`src/design/led_pwm_defines.svh`:
```
// Timing counts, widths and limits for the peak-current LED burst PWM.
// Assumes a 40 MHz system clock; the period count is derived from it.
`ifndef LED_PWM_DEFINES_SVH
`define LED_PWM_DEFINES_SVH

`define CLK_HZ            40000000
`define SWITCH_HZ         250000
`define BURST_HZ          400
`define PERIOD_CYC        (`CLK_HZ / `SWITCH_HZ)
`define PERIODS_PER_BURST (`SWITCH_HZ / `BURST_HZ)
`define FAST_STEP_HZ      15000000
`define SLOW_STEP_HZ      3000000
`define FAST_STEPS        (`FAST_STEP_HZ / `SWITCH_HZ)
`define SLOW_STEPS        (`SLOW_STEP_HZ / `SWITCH_HZ)
`define SOFT_START_BURSTS 250
`define THR_W             12
`define CNT_W             10
`define PHASE_W           9
`define THR_MAX_DEFAULT   12'h7ff
`define SLOPE_DEFAULT     12'h008
`define RECIP_250         9'h106
`define RECIP_SHIFT       16

`endif

```
`src/design/led_pwm_pkg.sv`:
```
// Types shared by the LED burst PWM and its threshold ramp.
// Widths come from the defines header.
`include "led_pwm_defines.svh"

package led_pwm_pkg;

  typedef struct packed {
    logic [`PHASE_W-1:0] acc;
    logic [`THR_W-1:0]   code;
  } ramp_state_t;

  typedef struct packed {
    logic [7:0]             period_cnt;
    logic [`CNT_W-1:0]      period_idx;
    logic [`CNT_W-1:0]      ppb;
    logic [7:0]             ss_cnt;
    logic [2:0]             cmp_s1;
    logic [2:0]             cmp_s2;
    logic [2:0]             drive;
    logic [2:0][`THR_W-1:0] thr_eff;
  } pwm_state_t;

endpackage : led_pwm_pkg

```
`src/design/peak_current_led_burst_pwm.sv`:
```
// Three-channel peak-current LED dimmer with burst-count brightness.
// Assumes comparator inputs are asynchronous; all other inputs share clk.
//
// Functional notes
// - Drive asserts at each counted 250 kHz period start
// - Comparator trip ends drive for the period
// - Untripped drive persists across periods
// - Pulse count per burst sets brightness
// - Bursts repeat at 400 Hz
// - Three independent red, green, blue channels
// - One shared pulse count; thresholds set balance
// - Timer sequences a sawtooth threshold per period
// - Red and green ramps: 60 steps per period (the ramp makes 59, as period_start reloads before the 60th)
// - Blue ramp: 12 steps per period (the ramp makes 11, as period_start reloads before the 12th)
// - Pulse count follows gamma 2.2 curve
// - Thresholds clamped to the 100 mA level
// - Ramp resets on repetition event, timer steps
// - Thresholds soft-start over 250 bursts
`timescale 1ns/1ps
`include "led_pwm_defines.svh"

module peak_current_led_burst_pwm #(
  parameter logic [`THR_W-1:0] THR_MAX = `THR_MAX_DEFAULT,
  parameter logic [`THR_W-1:0] SLOPE   = `SLOPE_DEFAULT
) (
  // Clock and reset
  input  wire logic              clk,
  input  wire logic              reset,
  // Control
  input  wire logic              enable,
  input  wire logic [7:0]        brightness,
  // Per-channel current thresholds
  input  wire logic [`THR_W-1:0] red_threshold,
  input  wire logic [`THR_W-1:0] green_threshold,
  input  wire logic [`THR_W-1:0] blue_threshold,
  // Current comparators
  input  wire logic              red_current_comparator,
  input  wire logic              green_current_comparator,
  input  wire logic              blue_current_comparator,
  // Power switch drives
  output logic                   red_drive,
  output logic                   green_drive,
  output logic                   blue_drive,
  // Threshold converter codes
  output logic      [`THR_W-1:0] red_threshold_code,
  output logic      [`THR_W-1:0] green_threshold_code,
  output logic      [`THR_W-1:0] blue_threshold_code
);

  localparam logic [7:0]        PERIOD_LAST = 8'(`PERIOD_CYC - 1);
  localparam logic [`CNT_W-1:0] BURST_LAST  = `CNT_W'(`PERIODS_PER_BURST - 1);
  localparam logic [7:0]        SS_LAST     = 8'(`SOFT_START_BURSTS);

  // Gamma 2.2 from 8-bit brightness to pulses per burst, 17-point
  // table with linear interpolation; full scale equals the burst length.
  function automatic logic [`CNT_W-1:0] gamma_pulses(input logic [7:0] b);
    logic [`CNT_W-1:0] lo;
    logic [`CNT_W-1:0] hi;
    logic [15:0]       frac;
    lo = '0;
    hi = '0;
    case (b[7:4])
      4'h0:
      begin
        lo = 10'd0;
        hi = 10'd1;
      end
      4'h1:
      begin
        lo = 10'd1;
        hi = 10'd6;
      end
      4'h2:
      begin
        lo = 10'd6;
        hi = 10'd16;
      end
      4'h3:
      begin
        lo = 10'd16;
        hi = 10'd30;
      end
      4'h4:
      begin
        lo = 10'd30;
        hi = 10'd48;
      end
      4'h5:
      begin
        lo = 10'd48;
        hi = 10'd72;
      end
      4'h6:
      begin
        lo = 10'd72;
        hi = 10'd101;
      end
      4'h7:
      begin
        lo = 10'd101;
        hi = 10'd136;
      end
      4'h8:
      begin
        lo = 10'd136;
        hi = 10'd176;
      end
      4'h9:
      begin
        lo = 10'd176;
        hi = 10'd222;
      end
      4'ha:
      begin
        lo = 10'd222;
        hi = 10'd274;
      end
      4'hb:
      begin
        lo = 10'd274;
        hi = 10'd332;
      end
      4'hc:
      begin
        lo = 10'd332;
        hi = 10'd396;
      end
      4'hd:
      begin
        lo = 10'd396;
        hi = 10'd466;
      end
      4'he:
      begin
        lo = 10'd466;
        hi = 10'd542;
      end
      default:
      begin
        lo = 10'd542;
        hi = 10'd625;
      end
    endcase
    // Top code maps to the full burst so maximum brightness is reachable
    if (b == 8'hff)
      return `CNT_W'(`PERIODS_PER_BURST);
    frac = 16'(hi - lo) * 16'(b[3:0]);
    return lo + `CNT_W'(frac >> 4);
  endfunction : gamma_pulses

  // Clamp to the safe peak level, then scale by soft-start progress.
  function automatic logic [`THR_W-1:0] soft_level(input logic [`THR_W-1:0] thr,
                                                   input logic [7:0]        ss);
    logic [`THR_W-1:0] clamped;
    logic [31:0]       prod;
    clamped = (thr > THR_MAX) ? THR_MAX : thr;
    prod    = 32'(clamped) * 32'(ss) * 32'(`RECIP_250);
    if (ss >= SS_LAST)
      return clamped;
    return prod[`RECIP_SHIFT +: `THR_W];
  endfunction : soft_level

  led_pwm_pkg::pwm_state_t st_q;
  led_pwm_pkg::pwm_state_t st_d;

  logic [2:0]                  cmp_in;
  logic [2:0][`THR_W-1:0]      thr_in;
  logic [2:0][`THR_W-1:0]      code;
  logic                        period_start;
  logic                        period_end;
  logic                        burst_end;
  logic                        start_pulse;

  assign cmp_in       = {blue_current_comparator, green_current_comparator,
                         red_current_comparator};
  assign thr_in       = {blue_threshold, green_threshold, red_threshold};
  assign period_start = (st_q.period_cnt == 8'h00);
  assign period_end   = (st_q.period_cnt == PERIOD_LAST);
  assign burst_end    = period_end && (st_q.period_idx == BURST_LAST);

  always_comb
  begin
    st_d        = st_q;
    // Two-stage synchroniser; only stage two feeds the drive logic
    st_d.cmp_s1 = cmp_in;
    st_d.cmp_s2 = st_q.cmp_s1;

    st_d.period_cnt = period_end ? 8'h00 : st_q.period_cnt + 8'h01;
    if (period_end)
    begin
      st_d.period_idx = burst_end ? '0 : st_q.period_idx + `CNT_W'(1);
    end

    // Count and thresholds load only on burst boundaries (disable zeroes the
    // thresholds at once) to avoid a partial burst with a mixed pulse count
    if (burst_end)
    begin
      st_d.ppb = gamma_pulses(brightness);
      if (st_q.ss_cnt < SS_LAST)
        st_d.ss_cnt = st_q.ss_cnt + 8'h01;
      for (int i = 0; i < 3; i++)
        st_d.thr_eff[i] = soft_level(thr_in[i], st_q.ss_cnt);
    end

    if (!enable)
    begin
      st_d.ss_cnt  = 8'h00;
      st_d.thr_eff = '0;
    end

    start_pulse = period_end && enable && (st_d.period_idx < st_d.ppb);

    for (int i = 0; i < 3; i++)
    begin
      if (!enable)
        st_d.drive[i] = 1'b0;
      else if (st_q.cmp_s2[i])
        st_d.drive[i] = 1'b0;
      else if (start_pulse)
        st_d.drive[i] = 1'b1;
      // No clear at period end: an untripped switch stays on
      else
        st_d.drive[i] = st_q.drive[i];
    end
  end

  always_ff @(posedge clk)
  begin
    if (reset)
      st_q <= '0;
    else
      st_q <= st_d;
  end

  assign red_drive   = st_q.drive[0];
  assign green_drive = st_q.drive[1];
  assign blue_drive  = st_q.drive[2];

  // Red and green use the fast converter, blue the slow one
  for (genvar g = 0; g < 3; g++)
  begin : g_ramp
    threshold_ramp #(
      .STEPS  ((g == 2) ? `SLOW_STEPS : `FAST_STEPS),
      .PERIOD (`PERIOD_CYC),
      .SLOPE  (SLOPE)
    ) u_ramp (
      .clk          (clk),
      .reset        (reset),
      .period_start (period_start),
      .level        (st_q.thr_eff[g]),
      .code_q       (code[g])
    );
  end

  assign red_threshold_code   = code[0];
  assign green_threshold_code = code[1];
  assign blue_threshold_code  = code[2];

endmodule : peak_current_led_burst_pwm

```
`src/design/threshold_ramp.sv`:
```
// Stepped sawtooth threshold for one current comparator.
// Assumes period_start is a one-cycle pulse on the first cycle of each period.
`timescale 1ns/1ps
`include "led_pwm_defines.svh"

module threshold_ramp #(
  parameter int             STEPS  = `FAST_STEPS,
  parameter int             PERIOD = `PERIOD_CYC,
  parameter logic [`THR_W-1:0] SLOPE = `SLOPE_DEFAULT
) (
  // Clock and reset
  input  wire logic              clk,
  input  wire logic              reset,
  // Sequencing
  input  wire logic              period_start,
  input  wire logic [`THR_W-1:0] level,
  // Converter code
  output logic      [`THR_W-1:0] code_q
);

  localparam logic [`PHASE_W-1:0] STEPS_W  = `PHASE_W'(STEPS);
  localparam logic [`PHASE_W-1:0] PERIOD_W = `PHASE_W'(PERIOD);

  led_pwm_pkg::ramp_state_t st_q;
  led_pwm_pkg::ramp_state_t st_d;
  logic [`PHASE_W-1:0]      acc_sum;

  always_comb
  begin
    st_d    = st_q;
    acc_sum = st_q.acc + STEPS_W;
    if (period_start)
    begin
      st_d.acc  = '0;
      st_d.code = level;
    end
    // Fractional accumulator spreads STEPS steps evenly over PERIOD cycles; the period_start reload drops the last one
    else if (acc_sum >= PERIOD_W)
    begin
      st_d.acc  = acc_sum - PERIOD_W;
      st_d.code = (st_q.code > SLOPE) ? st_q.code - SLOPE : '0;
    end
    else
    begin
      st_d.acc = acc_sum;
    end
  end

  always_ff @(posedge clk)
  begin
    if (reset)
      st_q <= '0;
    else
      st_q <= st_d;
  end

  assign code_q = st_q.code;

endmodule : threshold_ramp
```
`config.mk`:
```
export PLATFORM = sky130hd
export DESIGN_NAME = peak_current_led_burst_pwm
export DESIGN_NICKNAME = d
export VERILOG_FILES = /design/src/design/led_pwm_pkg.sv /design/src/design/peak_current_led_burst_pwm.sv /design/src/design/threshold_ramp.sv
export VERILOG_INCLUDE_DIRS = /design/src /design/src/design
export SDC_FILE = /design/constraint.sdc
export NUM_CORES = 1
export LEC_CHECK = 0
export BUFFER_PORTS_ARGS = -buffer_cell sky130_fd_sc_hd__buf_2
export CAP_MARGIN = 25
export CORE_AREA = 3 3 220 222
export CTS_BUF_LIST = sky130_fd_sc_hd__clkbuf_2 sky130_fd_sc_hd__clkbuf_4 sky130_fd_sc_hd__clkbuf_8
export CTS_CLUSTER_DIAMETER = 80
export DETAILED_ROUTE_END_ITERATION = 8
export DIE_AREA = 0 0 223 225
export PLACE_DENSITY = 0.77
export SLEW_MARGIN = 10
export SYNTH_ARGS = -nofsm -noshare
export SYNTH_HDL_FRONTEND = slang
export SYNTH_SLANG_ARGS = --single-unit
```
`constraint.sdc`:
```
create_clock -name clk -period 21.1 [get_ports clk]
set_clock_uncertainty 0.1 [all_clocks]
set_input_delay 1.055 -clock clk [delete_from_list [all_inputs] [get_ports clk]]
set_output_delay 1.055 -clock clk [all_outputs]
set_load 0.01 [all_outputs]
```
==> results.json <==
{
  "globalRoute.busiestLayer": "met2",
  "numCtsBuffers": 17,
  "via_count": 18790,
  "worst_slack_ns": 12.04,
  "r2r-end": "st_q[8]",
  "post_synth_main_area_contributors": "fa_1 (21%), ha_1 (20%), dfxtp_1 (12%)",
  "final.period_utilization": 0.4296,
  "yosysTopAreaCell": "fa_1",
  "grt_start_max_net_pins": 74,
  "ctsHoldBuffers": 0,
  "numPortBuffers": 88,
  "cts_num_sinks": 138,
  "setup-tns-final_ns": 0,
  "postPlaceCellArea_um2": 24040,
  "first_global_vias": 18140,
  "globalRoute.totalOverflow": 0,
  "filler_cell_count": 4335,
  "yosysWarnings": 0,
  "static-leakage-power_nw": 12.88,
  "h_tree_depth": 4,
  "die-area_um2": 50180,
  "remaining_drc_errors": 0,
  "synth_cell_type_count": 80,
  "layout.core_utilization": 0.5260,
  "final_cell_count_no_fill": 3494,
  "synth_seq_area_share": 0.1190,
  "power_per_cell_area_nw_per_um2": 49.59,
  "synth_area_um2": 23220,
  "regToRegSetupSlack_ns": 12.42,
  "synth_largest_type_area_fraction": 0.2069,
  "globalRouteTotalUtil": 0.2153,
  "startpoint_type": "input pin",
  "viasPerCell": 5.376,
  "synthArstFlopShare": 0,
  "hold_viol": 0,
  "synth_area_per_cell_um2": 8.146,
  "crit_path_max_fanout": 25,
  "peakVddDrop_mv": 0.06061,
  "worst_slew_margin_rel": 0.3133,
  "met3_usage": 0.04142,
  "timing.critical_path.arrival_ns": 9.28,
  "cts_resized": 0,
  "drv_cap": 0,
  "clk-insertion-delay-late_ns": 0.47,
  "clock_tree.buffer_depth": 2,
  "tritoncts_clock_tree": "yes",
  "detailed_place_hpwl_um": 43540,
  "hold_path_class": "register to register",
  "status": "complete, no violations",
  "postCtsSetupRepairBufs": 0,
  "worst_path_most_repeated_cell": "fa_1",
  "max_freq_mhz": 110.3,
  "ys_seq_elements": 138,
  "nNetsFinal": 3528,
  "count_leader_synth": "inv_1",
  "timing.critical_path.from": "red_threshold[11]",
  "detail_route.first_pass.iterations": 6,
  "share_of_post_route_cells_with_drive_strength_above_1": 0.05787,
  "initial_antenna_violation_count": 4,
  "synth.top_cells.by_count": "inv_1 (517), ha_1 (365), fa_1 (240), nor2_1 (240), nor2b_1 (200)",
  "globalplace.congestion": 0.8984,
  "die_width_um": 223,
  "avgRoutedWirePerCell_um": 15.38,
  "synth_top_flop_cell": "dfxtp_1",
  "criticalPathCategory": "input pin to register",
  "critical_path_s_slowest_cell": "nor2_1",
  "route.antenna.remaining_nets": 0,
  "final-max-slew-violation-count": 0,
  "reg2regPathDepth": 29,
  "period_minus_slack_ns": 9.064,
  "core_region_area_um2": 46560,
  "fp.dieH_um": 225,
  "synthesis.instances": 2851,
  "dpl_worst_slack_ns": 11.69,
  "grt_pass1_wl_um": 89960,
  "timing.critical_path.to": "st_q[8]",
  "start_util": 0.4989,
  "rows": 79,
  "number_of_drc_markers_in_iteration_0": 1257,
  "reg2reg_from": "st_q[50]",
  "place_inst": 3461,
  "endpoint_kind": "register",
  "num_io_pins": 89,
  "largest_stage_delay_on_the_critical_path_ns": 0.78,
  "cts_root_buffer": "clkbuf_8",
  "synth-edff-count": 0,
  "finalHoldWorstSlack_ns": 0.3359,
  "grt_setup_unrepaired": "false",
  "worst_setup_hold_path_clk_slew_ns": 0.08,
  "final-setup-viol-count": 0,
  "stdcell_area_um2": 24490,
  "grt_use_met2": 0.3351,
  "crit_required_ns": 21.31,
  "report.power.total_mw": 1.214,
  "grt_util_met1": 0.3194,
  "wl_um": 53730,
  "worstMarginPinSlew_ns": 1.026,
  "layout-area-overhead-vs-synth_pct": 5.436
}
[cells in the final DEF, fill, tap and decap left out, drive strengths merged, types with 10 or more instances in the layout]
cell type / n
a21oi: 127
nor3b: 10
xnor2: 92
nor3: 70
and2: 43
a31oi: 24
nand3: 35
or2: 10
o21a: 24
nand2: 136
nand2b: 13
o22ai: 12
a211oi: 19
a21o: 38
buf: 106
o21ai: 150
a22oi: 19
inv: 517
o21bai: 10
nand4: 16
fa: 240
xor2: 46
nor4: 11
o211ai: 16
and3: 11
conb: 24
dfxtp: 138
ha: 365
nor2b: 200
nor2: 242
clkbuf: 21
[metal layers]
layer / part of all wire / wire length (um)
met2: 0.43 / 23250
met1: 0.49 / 26130
met3: 0.073 / 3912
met4: 0.0074 / 395
met5: 0.00087 / 47
[flip-flops by register name, summed over array words and instances, names as in the netlist]
| register | flops |
|---|---|
| blue_drive | 1 |
| g_ramp.u_ramp.st_q | 21 |
| st_q | 75 |
| green_drive | 1 |
| st_d | 3 |
| g_ramp.u_ramp.code_q | 36 |
| red_drive | 1 |
[kinds of logic (layout without fill, tap and decap cells)]
kind of cell               Yosys count  count (layout)  share of synthesized area
other                                2              25                  0.0003234
AOI/OAI and AO/OA                  499             499                     0.1339
adders and majority gates          605             605                     0.4035
buffers and inverters              642             655                     0.1098
DFF                                138             138                     0.1190
muxes                                1               1                  0.0004310
xor gates and xnor gates           139             139                    0.05301
and+or+nand+nor                    825             825                     0.1801
[report_power, final]
group	internal [mW]	switching [mW]	leakage, nW
combinational	0.303	0.378	11.5
clock	0.138	0.108	0.227
sequential	0.273	0.0144	1.12
[critical path, delay by kind of cell]
family,cells,cell delay [ns]
xor gates and xnor gates,1,0.26
AOI/OAI and AO/OA,11,2.47
adders and majority gates,9,3.79
and+or+nand+nor,4,1.25
buffers and inverters,5,0.42
[final cells by class]
class | instances | area, um2 | share of cell area
clock buffer | 21 | 276.5 | 0.01129
clock inverter | 11 | 168.9 | 0.006898
sequential | 138 | 2763 | 0.1128
inverter | 517 | 1941 | 0.07925
antenna | 1 | 2.502 | 0.0001022
multi-input combinational | 2093 | 18000 | 0.7351
timing repair buffer | 106 | 575.6 | 0.02350
tap | 607 | 759.5 | 0.03102
[how the worst min path moves through the flow]
stage	cells past startpoint	to	start	slack, ns
after floorplan	1	st_q[39]	st_d[39]	0.31
after global placement	1	st_q[39]	st_d[39]	0.32
after detailed placement	1	st_q[39]	st_d[39]	0.33
after CTS	1	st_q[39]	st_d[39]	0.35
after global routing	1	st_q[41]	st_d[41]	0.37
final	1	st_q[39]	st_d[39]	0.34
Power figures use the tool's default switching activity.
